**src/core/cit_consts.svh**
```systemverilog
// timing counts, opcode patterns and reset values for the instruction timing block
`ifndef CIT_CONSTS_SVH
`define CIT_CONSTS_SVH

// ****************************************************************
// clock and timing figures
// ****************************************************************
`define CIT_CLK_MHZ 40
`define CIT_MAX_CLK_MHZ 48
`define CIT_CYC_W 4
`define CIT_MAX_CYCLES 4'h8
`define CIT_MUL_CYCLES 4'h4
`define CIT_DIV_CYCLES 4'h8
`define CIT_ONE_CYCLE 4'h1
`define CIT_TWO_CYCLES 4'h2
`define CIT_THREE_CYCLES 4'h3

// ****************************************************************
// byte counts
// ****************************************************************
`define CIT_BYTES_W 2
`define CIT_ONE_BYTE 2'h1
`define CIT_TWO_BYTES 2'h2
`define CIT_THREE_BYTES 2'h3

// ****************************************************************
// opcode rows (upper nibble) and column fields (lower nibble)
// ****************************************************************
`define CIT_ROW_INC 4'h0
`define CIT_ROW_DEC 4'h1
`define CIT_ROW_ADD 4'h2
`define CIT_ROW_ADDC 4'h3
`define CIT_ROW_ORL 4'h4
`define CIT_ROW_ANL 4'h5
`define CIT_ROW_SUBB 4'h9
`define CIT_COL_IMM 4'h4
`define CIT_COL_DIR 4'h5
`define CIT_COL_IND 3'h3
`define CIT_COL_DIR_A 4'h2
`define CIT_COL_DIR_IMM 4'h3
`define CIT_COL_BIT_BR 4'h0
`define CIT_OP_JBC 8'h10
`define CIT_OP_JB 8'h20
`define CIT_OP_JNB 8'h30
`define CIT_OP_JC 8'h40
`define CIT_OP_JNC 8'h50
`define CIT_OP_INC_DPTR 8'ha3
`define CIT_OP_MUL 8'ha4
`define CIT_OP_DIV 8'h84
`define CIT_OP_DA 8'hd4

// ****************************************************************
// reset values and debug sizing
// ****************************************************************
`define CIT_RST_BYTE 8'h00
`define CIT_RST_CNT 4'h0
`define CIT_NUM_BP 4
`define CIT_PC_W 16

`endif

```
**src/core/cit_pkg.sv**
```systemverilog
// types shared by the instruction timing block
package cit_pkg;

    typedef enum logic [3:0] {
        CIT_ALU_NONE = 4'h0,
        CIT_ALU_ADD = 4'h1,
        CIT_ALU_ADDC = 4'h2,
        CIT_ALU_SUBB = 4'h3,
        CIT_ALU_INC = 4'h4,
        CIT_ALU_DEC = 4'h5,
        CIT_ALU_AND = 4'h6,
        CIT_ALU_OR = 4'h7,
        CIT_ALU_MUL = 4'h8,
        CIT_ALU_DIV = 4'h9,
        CIT_ALU_DA = 4'ha
    } cit_alu_op_t;

    // gray along idle -> exec -> halt
    typedef enum logic [1:0] {
        CIT_ST_IDLE = 2'b00,
        CIT_ST_EXEC = 2'b01,
        CIT_ST_HALT = 2'b11
    } cit_state_t;

    typedef struct packed {
        logic cy;
        logic ac;
        logic ov;
    } cit_flags_t;

    typedef struct packed {
        logic [1:0] bytes;
        logic [3:0] cycles;
        logic [3:0] cycles_taken;
        logic is_cond_branch;
        cit_alu_op_t alu_op;
    } cit_dec_t;

endpackage

```
**src/core/cit_opdec.sv**
```systemverilog
// opcode to byte count, cycle count and operation class
`timescale 1ns/1ps
`include "cit_consts.svh"

module cit_opdec
    import cit_pkg::*;
(
    input wire logic [7:0] opcode,
    output cit_dec_t dec
);

    wire [3:0] row = opcode[7:4];
    wire [3:0] col = opcode[3:0];

    // ****************************************************************
    // column decode for the regular arithmetic and logic rows
    // ****************************************************************
    wire col_rn = opcode[3];
    wire col_ind = (opcode[3:1] == `CIT_COL_IND);
    wire col_dir = (col == `CIT_COL_DIR);
    wire col_imm = (col == `CIT_COL_IMM);
    wire col_reg = col_rn | col_ind | col_dir | col_imm;

    wire row_incdec = (row == `CIT_ROW_INC) | (row == `CIT_ROW_DEC);
    wire row_logic = (row == `CIT_ROW_ORL) | (row == `CIT_ROW_ANL);
    wire row_arith = row_incdec | row_logic | (row == `CIT_ROW_ADD) | (row == `CIT_ROW_ADDC) |
                     (row == `CIT_ROW_SUBB);
    wire is_regular = row_arith & col_reg;
    wire is_logic_dir_a = row_logic & (col == `CIT_COL_DIR_A);
    wire is_logic_dir_imm = row_logic & (col == `CIT_COL_DIR_IMM);

    // ****************************************************************
    // conditional branches
    // ****************************************************************
    wire is_bit_br = (opcode == `CIT_OP_JBC) | (opcode == `CIT_OP_JB) | (opcode == `CIT_OP_JNB);
    wire is_cy_br = (opcode == `CIT_OP_JC) | (opcode == `CIT_OP_JNC);
    wire is_cond_br = is_bit_br | is_cy_br;

    // ****************************************************************
    // byte and cycle figures
    // ****************************************************************
    // the one-byte form in the immediate column of inc/dec works on the accumulator
    wire acc_form = row_incdec & col_imm;
    wire two_byte = (is_regular & (col_dir | (col_imm & ~acc_form))) | is_logic_dir_a | is_cy_br;
    wire three_byte = is_logic_dir_imm | is_bit_br;

    wire [1:0] bytes_w = three_byte ? `CIT_THREE_BYTES : two_byte ? `CIT_TWO_BYTES : `CIT_ONE_BYTE;

    // most instructions take one cycle per byte; indirect forms and mul/div do not
    wire [3:0] cycles_w = (opcode == `CIT_OP_DIV) ? `CIT_DIV_CYCLES :
                          (opcode == `CIT_OP_MUL) ? `CIT_MUL_CYCLES :
                          three_byte ? `CIT_THREE_CYCLES :
                          (two_byte | (is_regular & col_ind)) ? `CIT_TWO_CYCLES : `CIT_ONE_CYCLE;

    // a taken branch spends one cycle more than the not-taken case
    wire [3:0] taken_w = is_cond_br ? 4'(cycles_w + `CIT_ONE_CYCLE) : cycles_w;

    // ****************************************************************
    // operation class for the flag unit
    // ****************************************************************
    cit_alu_op_t alu_w;
    assign alu_w = (opcode == `CIT_OP_MUL) ? CIT_ALU_MUL :
                   (opcode == `CIT_OP_DIV) ? CIT_ALU_DIV :
                   (opcode == `CIT_OP_DA) ? CIT_ALU_DA :
                   ~is_regular ? CIT_ALU_NONE :
                   (row == `CIT_ROW_INC) ? CIT_ALU_INC :
                   (row == `CIT_ROW_DEC) ? CIT_ALU_DEC :
                   (row == `CIT_ROW_ADD) ? CIT_ALU_ADD :
                   (row == `CIT_ROW_ADDC) ? CIT_ALU_ADDC :
                   (row == `CIT_ROW_SUBB) ? CIT_ALU_SUBB :
                   (row == `CIT_ROW_ANL) ? CIT_ALU_AND : CIT_ALU_OR;

    assign dec.bytes = bytes_w;
    assign dec.cycles = cycles_w;
    assign dec.cycles_taken = taken_w;
    assign dec.is_cond_branch = is_cond_br;
    assign dec.alu_op = alu_w;

endmodule

```
**src/core/cit_dbg.sv**
```systemverilog
// debug run control: breakpoints, halt, run and single step
`timescale 1ns/1ps
`include "cit_consts.svh"

module cit_dbg
    import cit_pkg::*;
#(
    parameter int NUM_BP = `CIT_NUM_BP,
    parameter int SEL_W = 2
) (
    input wire logic clk,
    input wire logic rst_b,
    input wire logic [15:0] pc,
    input wire logic opcode_valid,
    input wire logic issue,
    input wire logic halt_req,
    input wire logic run_req,
    input wire logic step_req,
    input wire logic bp_wr,
    input wire logic [SEL_W-1:0] bp_sel,
    input wire logic [15:0] bp_addr,
    input wire logic bp_en,
    output logic issue_ok,
    output logic halt_next,
    output logic halted
);

    logic [NUM_BP-1:0] hit;
    logic halted_reg;
    logic step_reg;
    logic skip_bp_reg;

    // ****************************************************************
    // breakpoint comparators, held in flops beside the core
    // ****************************************************************
    // dedicated flops so that no user ram, stack or timer is borrowed [RQ14]
    for (genvar i = 0; i < NUM_BP; i++) begin : g_bp
        logic [15:0] addr_reg;
        logic en_reg;
        wire sel = bp_wr & (bp_sel == SEL_W'(i));
        always_ff @(posedge clk or negedge rst_b) begin
            if (!rst_b) begin
                addr_reg <= 16'h0000;
                en_reg <= 1'b0;
            end else if (sel) begin
                addr_reg <= bp_addr;
                en_reg <= bp_en;
            end
        end
        assign hit[i] = en_reg & opcode_valid & (addr_reg == pc);
    end

    // ****************************************************************
    // run control
    // ****************************************************************
    // the first instruction after a resume ignores its own breakpoint, else it could never leave it
    wire bp_stop = (|hit) & ~skip_bp_reg;
    wire resume = halted_reg & (run_req | step_req);

    assign issue_ok = ~halted_reg & ~bp_stop;
    // a step lets exactly one instruction issue, wherever it lies, handlers included [RQ14]
    assign halt_next = halted_reg ? ~resume : (halt_req | bp_stop | (step_reg & issue));
    assign halted = halted_reg;

    always_ff @(posedge clk or negedge rst_b) begin
        if (!rst_b) begin
            halted_reg <= 1'b0;
            step_reg <= 1'b0;
            skip_bp_reg <= 1'b0;
        end else begin
            halted_reg <= halt_next;
            step_reg <= resume ? step_req : (step_reg & ~issue);
            skip_bp_reg <= resume ? 1'b1 : (skip_bp_reg & ~issue);
        end
    end

endmodule

```
**src/core/cit_core_timing.sv**
```systemverilog
// instruction issue and cycle timing with flag unit and debug run control
//
// Summary of operation
// [RQ1] timing counted in plain clock cycles only
// [RQ2] most instructions: cycles equal program bytes
// [RQ3] untaken conditional branch one cycle shorter
// [RQ4] no instruction exceeds eight cycles
// [RQ5] up to 48 MHz, one instruction per clock
// [RQ6] encodings and flag effects match standard set
// [RQ7] register and accumulator arithmetic: one byte, one cycle
// [RQ8] direct byte arithmetic: two bytes, two cycles
// [RQ9] indirect arithmetic: one byte, two cycles
// [RQ10] immediate arithmetic: two bytes, two cycles
// [RQ11] and register one cycle, indirect two
// [RQ12] and into direct byte: two bytes, two cycles
// [RQ13] and immediate into direct: three bytes, three
// [RQ14] debug: breakpoints, run, stop, step, access
// [RQ15] multiply four cycles, divide eight cycles
`timescale 1ns/1ps
`include "cit_consts.svh"

module cit_core_timing
    import cit_pkg::*;
#(
    parameter int NUM_BP = `CIT_NUM_BP
) (
    input wire logic CLK,
    input wire logic RST_B,
    input wire logic [7:0] OPCODE,
    input wire logic OPCODE_VALID,
    input wire logic [15:0] OPCODE_PC,
    input wire logic COND_TRUE,
    input wire logic [7:0] ACC_IN,
    input wire logic [7:0] B_IN,
    input wire logic [7:0] OPND_IN,
    input cit_flags_t FLAGS_IN,
    input wire logic DBG_HALT_REQ,
    input wire logic DBG_RUN_REQ,
    input wire logic DBG_STEP_REQ,
    input wire logic DBG_BP_WR,
    input wire logic [1:0] DBG_BP_SEL,
    input wire logic [15:0] DBG_BP_ADDR,
    input wire logic DBG_BP_EN,
    input wire logic DBG_ACC_REQ,
    output logic OPCODE_READY,
    output logic INSN_DONE,
    output logic [1:0] INSN_BYTES,
    output logic [3:0] INSN_CYCLES,
    output logic [7:0] RESULT_A,
    output logic [7:0] RESULT_B,
    output cit_flags_t FLAGS_OUT,
    output logic DBG_HALTED,
    output logic DBG_ACC_GRANT
);

    // ****************************************************************
    // declarations
    // ****************************************************************
    cit_dec_t dec;
    cit_state_t state_reg;
    cit_state_t state_next;
    logic [3:0] cnt_reg;
    logic [3:0] cnt_next;
    logic ready_reg;
    logic ready_next;
    logic done_reg;
    logic done_next;
    logic [1:0] bytes_reg;
    logic [3:0] cycles_reg;
    logic [7:0] res_a_reg;
    logic [7:0] res_b_reg;
    cit_flags_t flags_reg;
    logic grant_reg;
    logic issue;
    logic issue_ok;
    logic halt_next;
    logic halted;
    logic [7:0] alu_a;
    logic [7:0] alu_b;
    cit_flags_t alu_f;

    // ****************************************************************
    // opcode decode and debug control
    // ****************************************************************
    cit_opdec u_opdec (
        .opcode(OPCODE),
        .dec(dec)
    );

    cit_dbg #(
        .NUM_BP(NUM_BP),
        .SEL_W(2)
    ) u_dbg (
        .clk(CLK),
        .rst_b(RST_B),
        .pc(OPCODE_PC),
        .opcode_valid(OPCODE_VALID),
        .issue(issue),
        .halt_req(DBG_HALT_REQ),
        .run_req(DBG_RUN_REQ),
        .step_req(DBG_STEP_REQ),
        .bp_wr(DBG_BP_WR),
        .bp_sel(DBG_BP_SEL),
        .bp_addr(DBG_BP_ADDR),
        .bp_en(DBG_BP_EN),
        .issue_ok(issue_ok),
        .halt_next(halt_next),
        .halted(halted)
    );

    // ****************************************************************
    // issue and cycle selection
    // ****************************************************************
    // an opcode is accepted in the very cycle the previous one ends, so one-cycle
    // instructions retire back to back at the full clock rate [RQ5]
    assign issue = OPCODE_VALID & ready_reg & issue_ok;

    // the condition is settled by the datapath in the issue cycle [RQ3]
    wire [3:0] raw_cycles = (dec.is_cond_branch & COND_TRUE) ? dec.cycles_taken : dec.cycles;

    // hard ceiling on any sequence length; the table never exceeds it [RQ4]
    wire [3:0] sel_cycles = (raw_cycles > `CIT_MAX_CYCLES) ? `CIT_MAX_CYCLES : raw_cycles;

    // counting is on every clock edge; there is no multi-clock machine cycle [RQ1]
    wire [3:0] load_cnt = 4'(sel_cycles - `CIT_ONE_CYCLE);
    wire last_of_busy = (cnt_reg == `CIT_ONE_CYCLE);

    // ****************************************************************
    // next-state decode
    // ****************************************************************
    always_comb begin
        cnt_next = cnt_reg;
        state_next = state_reg;
        done_next = 1'b0;
        case (state_reg)
            CIT_ST_IDLE: begin
                if (issue) begin
                    cnt_next = load_cnt;
                    done_next = (sel_cycles == `CIT_ONE_CYCLE);
                    state_next = (sel_cycles == `CIT_ONE_CYCLE) ? CIT_ST_IDLE : CIT_ST_EXEC;
                end
                if (halt_next) begin
                    state_next = (sel_cycles == `CIT_ONE_CYCLE || !issue) ? CIT_ST_HALT : CIT_ST_EXEC;
                end
            end
            CIT_ST_EXEC: begin
                cnt_next = 4'(cnt_reg - `CIT_ONE_CYCLE);
                done_next = last_of_busy;
                if (last_of_busy) begin
                    state_next = halt_next ? CIT_ST_HALT : CIT_ST_IDLE;
                end
            end
            CIT_ST_HALT: begin
                state_next = halt_next ? CIT_ST_HALT : CIT_ST_IDLE;
            end
            default: begin
                cnt_next = `CIT_RST_CNT;
                state_next = CIT_ST_IDLE;
            end
        endcase
    end

    // ready when the pipe is free next cycle and debug has not stopped the core
    assign ready_next = (state_next == CIT_ST_IDLE);

    // ****************************************************************
    // flag unit, same encodings and flag effects as the standard set
    // ****************************************************************
    always_comb begin
        logic [8:0] sum9;
        logic [4:0] nib5;
        logic [15:0] prod;
        logic [7:0] da_v;
        logic da_cy;
        sum9 = 9'h000;
        nib5 = 5'h00;
        prod = 16'h0000;
        da_v = ACC_IN;
        da_cy = FLAGS_IN.cy;
        alu_a = ACC_IN;
        alu_b = B_IN;
        alu_f = FLAGS_IN;
        case (dec.alu_op)
            CIT_ALU_ADD, CIT_ALU_ADDC: begin
                sum9 = {1'b0, ACC_IN} + {1'b0, OPND_IN} + {8'h00, (dec.alu_op == CIT_ALU_ADDC) & FLAGS_IN.cy};
                nib5 = {1'b0, ACC_IN[3:0]} + {1'b0, OPND_IN[3:0]} +
                       {4'h0, (dec.alu_op == CIT_ALU_ADDC) & FLAGS_IN.cy};
                alu_a = sum9[7:0];
                alu_f.cy = sum9[8];
                alu_f.ac = nib5[4];
                alu_f.ov = (ACC_IN[7] == OPND_IN[7]) & (sum9[7] != ACC_IN[7]); // [RQ6]
            end
            CIT_ALU_SUBB: begin
                sum9 = {1'b0, ACC_IN} - {1'b0, OPND_IN} - {8'h00, FLAGS_IN.cy};
                nib5 = {1'b0, ACC_IN[3:0]} - {1'b0, OPND_IN[3:0]} - {4'h0, FLAGS_IN.cy};
                alu_a = sum9[7:0];
                alu_f.cy = sum9[8];
                alu_f.ac = nib5[4];
                alu_f.ov = (ACC_IN[7] != OPND_IN[7]) & (sum9[7] != ACC_IN[7]); // [RQ6]
            end
            // inc and dec leave every flag alone
            CIT_ALU_INC: alu_a = 8'(OPND_IN + 8'h01);
            CIT_ALU_DEC: alu_a = 8'(OPND_IN - 8'h01);
            CIT_ALU_AND: alu_a = ACC_IN & OPND_IN;
            CIT_ALU_OR: alu_a = ACC_IN | OPND_IN;
            CIT_ALU_MUL: begin
                prod = ACC_IN * B_IN;
                alu_a = prod[7:0];
                alu_b = prod[15:8];
                alu_f.cy = 1'b0;
                alu_f.ov = (prod[15:8] != 8'h00); // [RQ6]
            end
            CIT_ALU_DIV: begin
                // divide by zero keeps the operands and raises overflow
                alu_f.cy = 1'b0;
                alu_f.ov = (B_IN == 8'h00); // [RQ6]
                if (B_IN != 8'h00) begin
                    alu_a = ACC_IN / B_IN;
                    alu_b = ACC_IN % B_IN;
                end
            end
            CIT_ALU_DA: begin
                if (ACC_IN[3:0] > 4'h9 || FLAGS_IN.ac) begin
                    {da_cy, da_v} = {1'b0, da_v} + 9'h006 | {FLAGS_IN.cy, 8'h00};
                end
                if (da_v[7:4] > 4'h9 || da_cy) begin
                    {da_cy, da_v} = {1'b0, da_v} + 9'h060 | {da_cy, 8'h00};
                end
                alu_a = da_v;
                alu_f.cy = da_cy;
            end
            default: begin
                alu_a = ACC_IN;
            end
        endcase
    end

    // ****************************************************************
    // registers
    // ****************************************************************
    always_ff @(posedge CLK or negedge RST_B) begin
        if (!RST_B) begin
            state_reg <= CIT_ST_IDLE;
            cnt_reg <= `CIT_RST_CNT;
            ready_reg <= 1'b0;
            done_reg <= 1'b0;
        end else begin
            state_reg <= state_next;
            cnt_reg <= cnt_next;
            ready_reg <= ready_next;
            done_reg <= done_next; // [RQ2] [RQ7] [RQ8] [RQ9] [RQ10] [RQ11] [RQ12] [RQ13] [RQ15]
        end
    end

    // the figures and results of the issued instruction hold until the next issue
    always_ff @(posedge CLK or negedge RST_B) begin
        if (!RST_B) begin
            bytes_reg <= 2'h0;
            cycles_reg <= `CIT_RST_CNT;
            res_a_reg <= `CIT_RST_BYTE;
            res_b_reg <= `CIT_RST_BYTE;
            flags_reg <= '0;
        end else if (issue) begin
            bytes_reg <= dec.bytes;
            cycles_reg <= sel_cycles; // [RQ3] [RQ4]
            res_a_reg <= alu_a;
            res_b_reg <= alu_b;
            flags_reg <= alu_f;
        end
    end

    // memory and register access by the debug host only while the core is stopped
    always_ff @(posedge CLK or negedge RST_B) begin
        if (!RST_B) begin
            grant_reg <= 1'b0;
        end else begin
            grant_reg <= DBG_ACC_REQ & halted & (state_reg == CIT_ST_HALT); // [RQ14]
        end
    end

    // ****************************************************************
    // outputs
    // ****************************************************************
    assign OPCODE_READY = ready_reg;
    assign INSN_DONE = done_reg;
    assign INSN_BYTES = bytes_reg;
    assign INSN_CYCLES = cycles_reg;
    assign RESULT_A = res_a_reg;
    assign RESULT_B = res_b_reg;
    assign FLAGS_OUT = flags_reg;
    assign DBG_HALTED = halted;
    assign DBG_ACC_GRANT = grant_reg;

endmodule

```
**config.mk**
```make
export PLATFORM = sky130hd
export DESIGN_NAME = cit_core_timing
export DESIGN_NICKNAME = d
export VERILOG_FILES = /design/src/core/cit_pkg.sv /design/src/core/cit_opdec.sv /design/src/core/cit_dbg.sv /design/src/core/cit_core_timing.sv
export VERILOG_INCLUDE_DIRS = /design/src /design/src/core
export SDC_FILE = /design/constraint.sdc
export NUM_CORES = 1
export LEC_CHECK = 0
export BUFFER_PORTS_ARGS = -buffer_cell sky130_fd_sc_hd__buf_2
export CAP_MARGIN = 20
export CORE_ASPECT_RATIO = 1.1
export CORE_MARGIN = 3
export CORE_UTILIZATION = 52
export CTS_CLUSTER_DIAMETER = 200
export DETAILED_ROUTE_END_ITERATION = 8
export HOLD_SLACK_MARGIN = 0.05
export MAX_ROUTING_LAYER = met4
export PLACE_DENSITY_LB_ADDON = 0.25
export SYNTH_ARGS = -nofsm -noshare
export SYNTH_HDL_FRONTEND = slang
export SYNTH_SLANG_ARGS = --single-unit
export TNS_END_PERCENT = 30
```
**constraint.sdc**
```tcl
create_clock -name CLK -period 2.68 [get_ports CLK]
set_input_delay 0.402 -clock CLK [delete_from_list [all_inputs] [get_ports CLK]]
set_output_delay 0.402 -clock CLK [all_outputs]
set_load 0.01 [all_outputs]
```
Word-level counts from Yosys, hierarchy flattened
Index checks and enable logic that the tools add are counted.

operators by class
  add/sub/neg operators = 15
  multiply operators = 1
  divide/modulo/power cells = 2
  $lt $le $gt $ge = 3
  eq/ne operators = 45
  mux-type cells = 46
  bitwise gates (word level) = 65
  reduce and logical (&&, ||, !) cells = 15

operators with widths
  operator               number
  $pmux W8 S9            1
  $eq A16 B16 Y1         4
  $mux W4                16
  $mux W8                5
  $and A1 B1 Y1          33
  $eq A4 B3 Y1 const B   8
  $eq A4 B2 Y1 const B   6
  $eq A8 B8 Y1 const B   3
  $or A1 B1 Y1           21
  $or A9 B9 Y9           2
  $eq A4 B1 Y1 const B   4
  $eq A4 B4 Y1 const B   4
  $eq A8 B6 Y1 const B   2
  $eq A8 B7 Y1 const B   2
  $mul A8 B8 Y16         1
  $mux W2                8
  $pmux W8 S2            1
  $reduce_bool A8 Y1     2
  $gt A4 B4 Y1 const B   3
  $pmux W4 S3            1
  $add A8 B3 Y9 const B  1
  $add A8 B7 Y9 const B  1
  $add A8 B8 Y9          1
  $add A9 B1 Y9          1
  other kinds (34)       61

word-level totals
  flip-flop bits (word level) = 105
  bits of input ports = 79
  output and inout bits = 29
  word-level logic and storage cells = 215

Logic depth before layout (Yosys ltp)
Gate-level depths: netlist of run 1.

  word-level depth = 26
  gate-level depth with buffers = 54

Modules after synthesis
From an unflattened synthesis of run 1, not the netlist that was laid out.

second synthesis, totals
  cells, all modules = 1296
  area total of the unflattened synthesis = 11479.8 um^2

by module, submodules not included
  module           times used  cells an instance  area each (um^2)  sequential area each (um^2)
  cit_core_timing  1           993                7718.7            850.8
  cit_dbg          1           248                3383.2            1776.7
  cit_opdec        1           55                 377.9             0.0

Least setup slack after synthesis of run 1
No wires, ideal clock.

  path kind = in2reg
  start = input port B_IN[7]
  end = register res_b_reg[7], in the netlist RESULT_B[7]
  library setup time = 0.125 ns
  arrival = 11.548 ns
  data required time = 2.555 ns
  slack = -8.992 ns
  stages on the path = 51
  buffers on the path = 5
  cell sequence = nor4_4 > nand2_1 > nor2_1 > a21oi_1 > a21oi_1 > ha_1 > o21a_1 > or3b_2 > a221oi_1 > ha_1 > a21oi_1 > a211oi_4 > a21o_2 > a21boi_0 > ha_1 > or3_1 > o221a_2 > and2_0 > [15 not listed] > ha_1 > o21ai_0 > a211o_1 > o2bb2ai_1 > clkbuf_1 > nor2_1 > a21oi_1 > inv_1 > fa_1 > nor2b_1 > o31a_1 > o31ai_1 > o2bb2ai_1 > and2_0 > clkbuf_1 > a32oi_1 > o211ai_1 > mux2_2

between the ends
  longest elaborated chain between the ends = 3
  elaborated cells between the ends (all ways) = 5
  classes of those cells = mul: 1; div: 1; mux: 2; reduce/logical: 1

ends and longest elaborated chain
  element                                              line                                            RTL
  start: declaration                                   cit_core_timing.sv:34                           input wire logic [7:0] B_IN,
  $mod A8 B8 Y8 or $reduce_bool A8 Y1 (tied branches)  cit_core_timing.sv:219, cit_core_timing.sv:217
  $mux W8                                              cit_core_timing.sv:217                          if (B_IN != 8'h00) begin
  $pmux W8 S2 (*)                                      cit_core_timing.sv:183                          case (dec.alu_op)
  end signal: assignment                               cit_core_timing.sv:261                          res_b_reg <= `CIT_RST_BYTE;
  end signal: assignment                               cit_core_timing.sv:267                          res_b_reg <= alu_b;
  end: declaration                                     cit_core_timing.sv:71                           logic [7:0] res_b_reg;

Every way passes the cells marked *; elsewhere a longest branch is shown, timed or not.
A chain may end at the register's enable or synchronous reset.

Worst setup path in the final report of run 1
  start = input port B_IN[6]
  end = register res_b_reg[4], in the netlist RESULT_B[4]

Same word-level chain as after synthesis.

==> results.json, run 1 <==
{
  "status": "finished, violations left",
  "violations": "negative setup slack",
  "nFillCells": 1523,
  "cts_num_sinks": 105,
  "die_area_um2": 23440,
  "finalMaxSlewViolations": 0,
  "avgRoutedWirePerCell_um": 19.82,
  "worstPathRequired_ns": 2.90,
  "core_area_um2": 20920,
  "clock.fmax_ghz": 0.1002,
  "syn_nets": 1497,
  "clockBufferDepth": 2,
  "ios": 108,
  "cts_buffers": 9,
  "irDropWorstVdd_mv": 0.3867,
  "ys_async_sr_fraction_pct": 100.0,
  "dp_cells": 1885,
  "crit_start": "B_IN[6]",
  "rows": 55,
  "hold_viol_final": 0,
  "hold_buffers": 0,
  "clkLatencyLatePin_ns": 0.36,
  "start_util_pct": 53.78,
  "cp-start-kind": "input pin",
  "postRouteAntennaNets": 0,
  "finalSetupViolations": 18,
  "drive_above_1_share_pct": 37.97,
  "antenna_found_initial": 0,
  "grtUsageTotal_pct": 32.11,
  "r2r_start": "u_dbg.g_bp[1].addr_reg[8]$_DFFE_PN0P_",
  "multi_input_area_um2": 8712,
  "globalplace.congestion": 1.048,
  "final_common_cell": "buf_4",
  "syn_avg_cell_area_um2": 8.958,
  "min_period_over_period_pct": 372.5,
  "critPathCaptureType": "register",
  "die_w_um": 146.2,
  "setup_ws_ns": -7.303,
  "yosysWarningCount": 0,
  "synthCells": 1256,
  "holdCritPathClass": "in -> async",
  "synth_top_area_cell": "dfrtp_1",
  "clockRootBuffer": "clkbuf_16",
  "largest_register_ffs": 64,
  "fin_worst_skew_ns": 0.01076,
  "slowest_stage": "a211oi_4",
  "via_per_inst": 5.938,
  "synth_ff_type": "dfrtp_1",
  "grt_max_degree": 106,
  "synth_top_area_share_pct": 23.35,
  "max_slew_margin_pct": 55.11,
  "route.detailed.drc": 0,
  "min_period_ns": 9.983,
  "arrival_ns": 10.21,
  "dp_hpwl_um": 28500,
  "fin_cells": 1931,
  "pre_cts_ws_ns": -8.015,
  "slowest_delay_ns": 0.41,
  "synth-seq-area-share_pct": 23.35,
  "drt_iter0_drc": 784,
  "h-tree-depth": 3,
  "p_leak_nw": 7.337,
  "clkTransAtPathRegs_ns": 0.07,
  "area_delta_synth_final_pct": 36.89,
  "worst_pin_slew_ns": 0.6660,
  "crit_path_max_fanout": 5,
  "first_global_vias": 11544,
  "firstDrtPassIters": 5,
  "fin_hold_ws_ns": 0.1143,
  "grt_overflow": 0,
  "yosys_register_bits": 105,
  "yosys.cell_types.count": 82,
  "powerDensity_nw_per_um2": 588.6,
  "chipHeight_um": 160.3,
  "syn_area_um2": 11250,
  "yosys-top-cells-area": "dfrtp_1 23%, ha_1 13%, mux2_2 8.0%",
  "synth_edf_count": 0,
  "rsz0062_at_grt": "yes",
  "critPathKind": "in -> reg",
  "cts_tree": "built",
  "finalSetupTns_ns": -89.15,
  "drt_wl_total_um": 38280,
  "port_buffers": 107,
  "maxCapViolCount": 0,
  "final_cell_mix": "297 x buf_4, 105 x dfrtp_1, 104 x buf_2",
  "vias": 11467,
  "grt_pass1_wl_um": 59110,
  "seqCellArea_um2": 2628,
  "diodes": 0,
  "nets": 1882,
  "cpMostUsedCell": "ha_4"
}
==> synth_stat cells (all sizes together) (5+ instances only) <==
cell,count
and2,8
nor2b,6
o31ai,5
or3,16
a21o,14
clkbuf,38
a22oi,7
nand2b,11
a21oi,58
o21ai,52
nand2,92
nor3,37
nand4,22
ha,120
nand3b,7
nor2,96
buf,8
xor2,38
mux2,82
o211ai,13
nand3,24
nor3b,5
a221oi,11
xnor2,79
o21bai,6
a211o,6
a211oi,12
o21a,18
fa,42
o22ai,14
mux2i,7
inv,103
nor4,13
dfrtp,105
==> path summary, 6_finish.rpt <==
check	end	depth (start not counted)	slack [ns]
setup / recovery	RESULT_B[4]$_DFFE_PN0P_	47	-7.30
hold / removal	INSN_BYTES[0]$_DFFE_PN0P_	2	0.11
setup reg to reg	INSN_DONE$_DFF_PN0_	9	0.08
hold reg to reg	FLAGS_OUT[0]$_DFFE_PN0P_	2	0.49
max in group asynchronous	u_dbg.g_bp[3].addr_reg[15]$_DFFE_PN0P_	2	2.16
min in group CLK	u_dbg.step_reg$_DFF_PN0_	2	0.29
==> what timing repair did <==
item                                    4_1_cts  5_1_grt
pin swaps                                    50       40
resized for setup                            86       46
endpoints found under the setup margin       18       21
buffers inserted                             19       11
==> layer usage <==
metal,global-route usage (%),routed length (um),up-vias
met3,3.916,3074,126
met2,53.17,18510,581
met5,-,0,-
met1,39.46,14910,5490
met4,14.37,1771,0
li1,-,-,5270
==> final cells by class <==
cell class                      instances  share of cell area, %
Sequential cell                       105                  17.06
Multi-Input combinational cell        999                  56.57
Clock inverter                          7                 0.4874
Clock buffer                            9                  1.462
Inverter                              106                  2.583
Tap cell                              285                  2.315
Timing Repair Buffer                  420                  19.52
==> power breakdown <==
group | internal [mW] | leakage, nW | switching [mW] | total (mW)
combinational | 2.70 | 5.93 | 2.67 | 5.36
clock | 0.660 | 0.148 | 0.657 | 1.32
sequential | 2.02 | 1.26 | 0.364 | 2.38
==> worst max-delay path: cells and delay by family <==
kind | cells | cell delay [ns]
multiplexers | 3 | 0.93
buffers and inverters | 4 | 0.45
AND/OR/NAND/NOR | 12 | 2.55
adder cells (fa/ha/maj) | 7 | 1.65
AO/OA/AOI/OAI | 21 | 4.21
==> per-stage QoR <==
step / area, um^2 / power, mW / util [%]
2_1_floorplan: 11450 / 5.146 / -
3_3_place_gp: 14290 / 7.110 / 68.29
3_5_place_dp: 14290 / 7.287 / 68.29
4_1_cts: 15090 / 8.836 / 72.11
5_1_grt: 15400 / 9.640 / 73.62
6_report: 15400 / 9.064 / 73.62
==> logic make-up (layout without fill, tap and decap cells) <==
kind of cell	after synthesis	after routing	synth area share (%)
xor gates and xnor gates	117	117	9.108
and+or+nand+nor	359	359	15.91
AOI/OAI and AO/OA	272	272	16.72
muxes	89	89	8.897
buffers and inverters	152	542	5.194
DFF	105	105	23.35
adders and majority gates	162	162	20.82
Note: power is estimated with default switching activity, not from simulation.
==> run 2: changes to the inputs <==
==> constraint.sdc (replaced) <==
create_clock -name CLK -period 8.5 [get_ports CLK]
set_input_delay 1.275 -clock CLK [delete_from_list [all_inputs] [get_ports CLK]]
set_output_delay 1.275 -clock CLK [all_outputs]
set_load 0.01 [all_outputs]
==> run 2 against run 1 <==
Against the previous run: core utilization is 5.6 points lower; critical path depth is 1 lower; worst hold slack better by 0.37 ns; global-route usage is 2.5 points lower; combinational power is 73% lower; via count is 6.8% lower; critical path type unchanged; clock-buffer cell count stayed put; the run still ends with negative setup slack left; register-to-register slack better by 5.4 ns.
==> results.json, run 2 (synthesis gave the netlist of run 1 again) <==
{
  "cp_top_family": "compound AO/OA/AOI/OAI gates",
  "area_delta_synth_final_pct": 26.39,
  "irDropWorstVdd_mv": 0.1709,
  "status": "finished, violations left",
  "die_area_um2": 23440,
  "first_global_vias": 10501,
  "maxCapViolCount": 0,
  "p_switching_mw": 1.072,
  "timing.rr.end": "INSN_CYCLES[3]$_DFFE_PN0P_",
  "dp_cells": 1740,
  "clockBufferDepth": 2,
  "dp_hpwl_um": 26130,
  "firstDrtPassIters": 6,
  "start_util_pct": 53.78,
  "die_w_um": 146.2,
  "max_slew_margin_pct": 29.25,
  "seqCellArea_um2": 2628,
  "slowest_stage": "or3b_4",
  "ios": 108,
  "p_seq_share_pct": 28.3,
  "final_common_cell": "buf_4",
  "nFillCells": 1682,
  "clockRootBuffer": "clkbuf_16",
  "cp_num_cells": 46,
  "postRouteAntennaNets": 0,
  "fin_cells": 1796,
  "regToRegSetupSlack_ns": 5.51,
  "p_leak_nw": 6.636,
  "drt_iter0_drc": 734,
  "pwr-share-clk_pct": 16.4,
  "largest_register_ffs": 64,
  "drt_wl_total_um": 34870,
  "p_sw_share_pct": 40.92,
  "critPathKind": "in -> reg",
  "cpMostUsedCell": "ha_4",
  "port_buffers": 107,
  "arrival_ns": 11.30,
  "grt_max_degree": 89,
  "via_per_inst": 5.948,
  "globalplace.congestion": 0.9907,
  "grtUsageTotal_pct": 29.58,
  "avgRoutedWirePerCell_um": 19.42,
  "hold_viol_final": 0,
  "nets": 1746,
  "antenna_found_initial": 1,
  "cp-start-kind": "input pin",
  "multi_input_area_um2": 8606,
  "rows": 55,
  "clock.fmax_ghz": 0.09029,
  "clkTransAtPathRegs_ns": 0.07,
  "chipHeight_um": 160.3,
  "cts_tree": "built",
  "route.detailed.drc": 0,
  "violations": "negative setup slack",
  "comb_power_share_pct": 55.4,
  "h-tree-depth": 3,
  "r2r_cells": 8,
  "finalMaxSlewViolations": 0,
  "critPathCaptureType": "register",
  "powerDensity_nw_per_um2": 184.3,
  "path_buf_inv": 3,
  "crit_path_max_fanout": 5,
  "final_cell_mix": "173 x buf_4, 105 x dfrtp_1, 105 x ha_1",
  "finish.utilization_pct": 67.97,
  "crit_end": "RESULT_B[7]$_DFFE_PN0P_",
  "holdCritPathClass": "reg -> reg",
  "hold_depth": 2,
  "fin_hold_ws_ns": 0.4836,
  "vias": 10683,
  "drive_above_1_share_pct": 31.39,
  "grt_pass1_wl_um": 54830,
  "min_period_ns": 11.08,
  "core_area_um2": 20920,
  "r2r_start": "u_dbg.g_bp[2].addr_reg[0]$_DFFE_PN0P_",
  "clkLatencyLatePin_ns": 0.35,
  "hp-start": "INSN_CYCLES[1]$_DFFE_PN0P_",
  "worstPathRequired_ns": 8.72,
  "fin_worst_skew_ns": 0.01400,
  "crit_start": "B_IN[6]",
  "grt_overflow": 0,
  "worst_pin_slew_ns": 1.058,
  "min_period_over_period_pct": 130.3,
  "cts_num_sinks": 105,
  "slowest_delay_ns": 0.42,
  "finalSetupViolations": 10,
  "cts_buffers": 9,
  "p_int_mw": 1.548,
  "setup_ws_ns": -2.575,
  "rsz0062_at_grt": "yes"
}
[run 2: worst min path at each step]
| stage | end |
|---|---|
| after detailed placement | INSN_BYTES[1]$_DFFE_PN0P_ |
| after global routing | INSN_BYTES[1]$_DFFE_PN0P_ |
| after global placement | FLAGS_OUT[0]$_DFFE_PN0P_ |
| after floorplan | u_dbg.skip_bp_reg$_DFF_PN0_ |
| after CTS | INSN_BYTES[1]$_DFFE_PN0P_ |
| final | INSN_CYCLES[1]$_DFFE_PN0P_ |
[run 2: routing by layer]
metal  vias up  global-route usage, %  part of all wire (%)
met2       444                  48.77                    49
met3       101                  4.115                   6.6
met1      5131                  36.77                    40
li1       5007                      -                     -
met4         0                  11.89                   4.3
met5         -                      -                     0
[run 2: layout make-up]
type | instances | area share, %
Multi-Input combinational cell | 999 | 60.52
Clock inverter | 7 | 0.6071
Sequential cell | 105 | 18.48
Clock buffer | 9 | 1.584
Tap cell | 285 | 2.508
Antenna cell | 1 | 0.01760
Inverter | 106 | 2.798
Timing Repair Buffer | 284 | 13.49
[run 2: worst min-delay path, cell delays in order (launching register included)]
cell,delay (ns)
dfrtp_1,0.35
nand2_1,0.04
o21ai_0,0.06
[run 2: power by group through the flow]
| stage | clock, mW | combinational (mW) | sequential, mW |
|---|---|---|---|
| final | 0.428 | 1.45 | 0.740 |
| after CTS | 0.435 | 1.40 | 0.738 |
| after global placement | 0 | 1.32 | 0.739 |
| after floorplan | 0 | 0.877 | 0.745 |
| after global routing | 0.455 | 1.58 | 0.759 |
| after detailed placement | 0 | 1.33 | 0.746 |
[run 2: timing repair]
item                                    CTS  global route
hold buffers                              0             0
endpoints found under the setup margin   10            11
pin swaps                                34            35
endpoints found under the hold margin     0             0
gates resized for setup                  57            32
cloned                                    0             0
setup buffers                            28             9
[run 2: per-stage QoR]
stage	total power [mW]	TNS [ns]	setup WS, ns	area (um^2)
global route	2.798	-28.23	-2.982	14220
CTS	2.570	-18.13	-2.011	13950
detailed placement	2.079	-28.74	-3.044	13180
finish	2.620	-23.91	-2.575	14220
floorplan	1.623	-23.75	-2.734	11450
global placement	2.055	-24.81	-2.677	13180
==> run 3: changes to the inputs <==
--- a/config.mk
+++ b/config.mk
@@ -16,6 +16,7 @@
 export HOLD_SLACK_MARGIN = 0.05
 export MAX_ROUTING_LAYER = met4
 export PLACE_DENSITY_LB_ADDON = 0.25
+export SKIP_CTS_REPAIR_TIMING = 1
 export SYNTH_ARGS = -nofsm -noshare
 export SYNTH_HDL_FRONTEND = slang
 export SYNTH_SLANG_ARGS = --single-unit
==> run 3 against run 2 <==
Against the previous run: the flow still finishes with violations (negative setup slack); clock skew hardly changed; sequential share of layout area increased by 0.30 points; final cell count is 0.89% lower; first-iteration DRC count increased by 8.9%; combinational power about the same; non-clock buffer count shrank 16; die area unchanged; critical path type unchanged; critical endpoint unchanged.
==> results.json, run 3 (synthesis gave the netlist of run 1 again) <==
{
  "irDropWorstVdd_mv": 0.1716,
  "fin_worst_skew_ns": 0.01407,
  "clockRootBuffer": "clkbuf_16",
  "drive_above_1_share_pct": 30.05,
  "critPathKind": "in -> reg",
  "p_leak_nw": 6.540,
  "max_slew_margin_pct": 31.98,
  "final_cell_mix": "156 x buf_4, 107 x ha_1, 105 x dfrtp_1",
  "h-tree-depth": 3,
  "worst_pin_slew_ns": 1.017,
  "min_period_ns": 10.77,
  "maxCapViolCount": 0,
  "drt-met1-wl_um": 14180,
  "finish.utilization_pct": 66.88,
  "clock.fmax_ghz": 0.09284,
  "rows": 55,
  "globalplace.congestion": 0.9907,
  "via_per_inst": 5.929,
  "area_delta_synth_final_pct": 24.37,
  "cts_buffers": 9,
  "first_global_vias": 10201,
  "chipHeight_um": 160.3,
  "firstDrtPassIters": 5,
  "postRouteAntennaNets": 0,
  "finalSetupViolations": 10,
  "crit_path_max_fanout": 5,
  "grtUsageTotal_pct": 28.62,
  "core_area_um2": 20920,
  "hold_depth": 2,
  "total_power_mw": 2.584,
  "arrival_ns": 11.00,
  "hp-start": "INSN_CYCLES[1]$_DFFE_PN0P_",
  "post_dp_cell_area_um2": 13180,
  "timing.rr.end": "INSN_CYCLES[3]$_DFFE_PN0P_",
  "grt_overflow": 0,
  "worstPathRequired_ns": 8.72,
  "wl_met3_um": 2183,
  "port_buffers": 107,
  "routed.top_layer": "met4",
  "vias": 10554,
  "antenna_found_initial": 1,
  "clkLatencyLatePin_ns": 0.35,
  "status": "finished, violations left",
  "design_area_um2": 13990,
  "setup_ws_ns": -2.271,
  "clockBufferDepth": 2,
  "cts_num_sinks": 105,
  "r2r_cells": 8,
  "cpMostUsedCell": "ha_4",
  "min_period_over_period_pct": 126.7,
  "largest_register_ffs": 64,
  "drt_wl_total_um": 34250,
  "hold-path-endpoint": "INSN_CYCLES[1]$_DFFE_PN0P_",
  "violations": "negative setup slack",
  "grt_max_degree": 89,
  "clkTransAtPathRegs_ns": 0.07,
  "slowest_stage": "fa_2",
  "rsz0062_at_grt": "yes",
  "die_w_um": 146.2,
  "nets": 1730,
  "fin_hold_ws_ns": 0.4836,
  "drt_iter0_drc": 799,
  "cp-start-kind": "input pin",
  "powerDensity_nw_per_um2": 184.6,
  "start_util_pct": 53.78,
  "ios": 108,
  "r2r_start": "u_dbg.g_bp[2].addr_reg[0]$_DFFE_PN0P_",
  "cts_tree": "built",
  "final_common_cell": "buf_4",
  "slowest_delay_ns": 0.41,
  "hold_viol_final": 0,
  "grt_pass1_wl_um": 53100,
  "met2WireLength_um": 16600,
  "route.detailed.drc": 0,
  "dp_hpwl_um": 26130,
  "critPathCaptureType": "register",
  "die_area_um2": 23440,
  "finalMaxSlewViolations": 0,
  "holdCritPathClass": "reg -> reg",
  "avgRoutedWirePerCell_um": 19.24,
  "regToRegSetupSlack_ns": 5.54
}
==> run 3: layout make-up <==
class / instances / area, um^2
diodes: 1 / 2.502
clock buffers: 9 / 225.2
clock inverters: 7 / 86.33
fillers: 1715 / 6928
inverters: 106 / 397.9
multi-input cells: 999 / 8498
flip-flops and latches: 105 / 2628
well taps: 285 / 356.6
repair buffers: 268 / 1798
==> run 3: metal layers <==
metal	vias up	GRT usage, %
met3	79	3.944
met2	432	46.16
met5	-	-
met4	0	11.85
li1	4963	-
met1	5080	36.33
==> run 3: through the flow <==
stage	TNS, ns	setup slack (ns)	instances
after floorplan	-23.75	-2.734	1256
after global placement	-24.81	-2.677	1740
after detailed placement	-28.74	-3.044	1740
after CTS	-24.81	-2.688	1756
after global routing	-24.91	-2.684	1780
final	-20.76	-2.271	1780
==> run 3: worst max-delay path, delay by kind of cell <==
| family | cells | cell delay [ns] |
|---|---|---|
| buf+inv | 7 | 0.73 |
| simple gates | 10 | 1.67 |
| compound gates | 22 | 4.21 |
| fa+ha+maj | 7 | 1.94 |
| mux | 4 | 1.15 |
==> run 3: how the worst max path moves through the flow <==
stage                        from                       to  slack [ns]  depth (start not counted)
after floorplan           B_IN[5]  RESULT_B[7]$_DFFE_PN0P_       -2.73                         49
after global routing      B_IN[7]  RESULT_B[4]$_DFFE_PN0P_       -2.68                         49
after detailed placement  B_IN[5]  RESULT_B[2]$_DFFE_PN0P_       -3.04                         45
after global placement    B_IN[5]  RESULT_B[2]$_DFFE_PN0P_       -2.68                         47
after CTS                 B_IN[5]  RESULT_B[2]$_DFFE_PN0P_       -2.69                         45
final                     B_IN[7]  RESULT_B[7]$_DFFE_PN0P_       -2.27                         50
==> run 3: power breakdown <==
| part | leakage, nW | switching [mW] | internal (mW) | total, mW |
|---|---|---|---|---|
| clock | 0.150 | 0.193 | 0.234 | 0.427 |
| combinational | 5.13 | 0.761 | 0.655 | 1.42 |
| sequential | 1.26 | 0.103 | 0.637 | 0.740 |
| total | 6.54 | 1.06 | 1.53 | 2.58 |
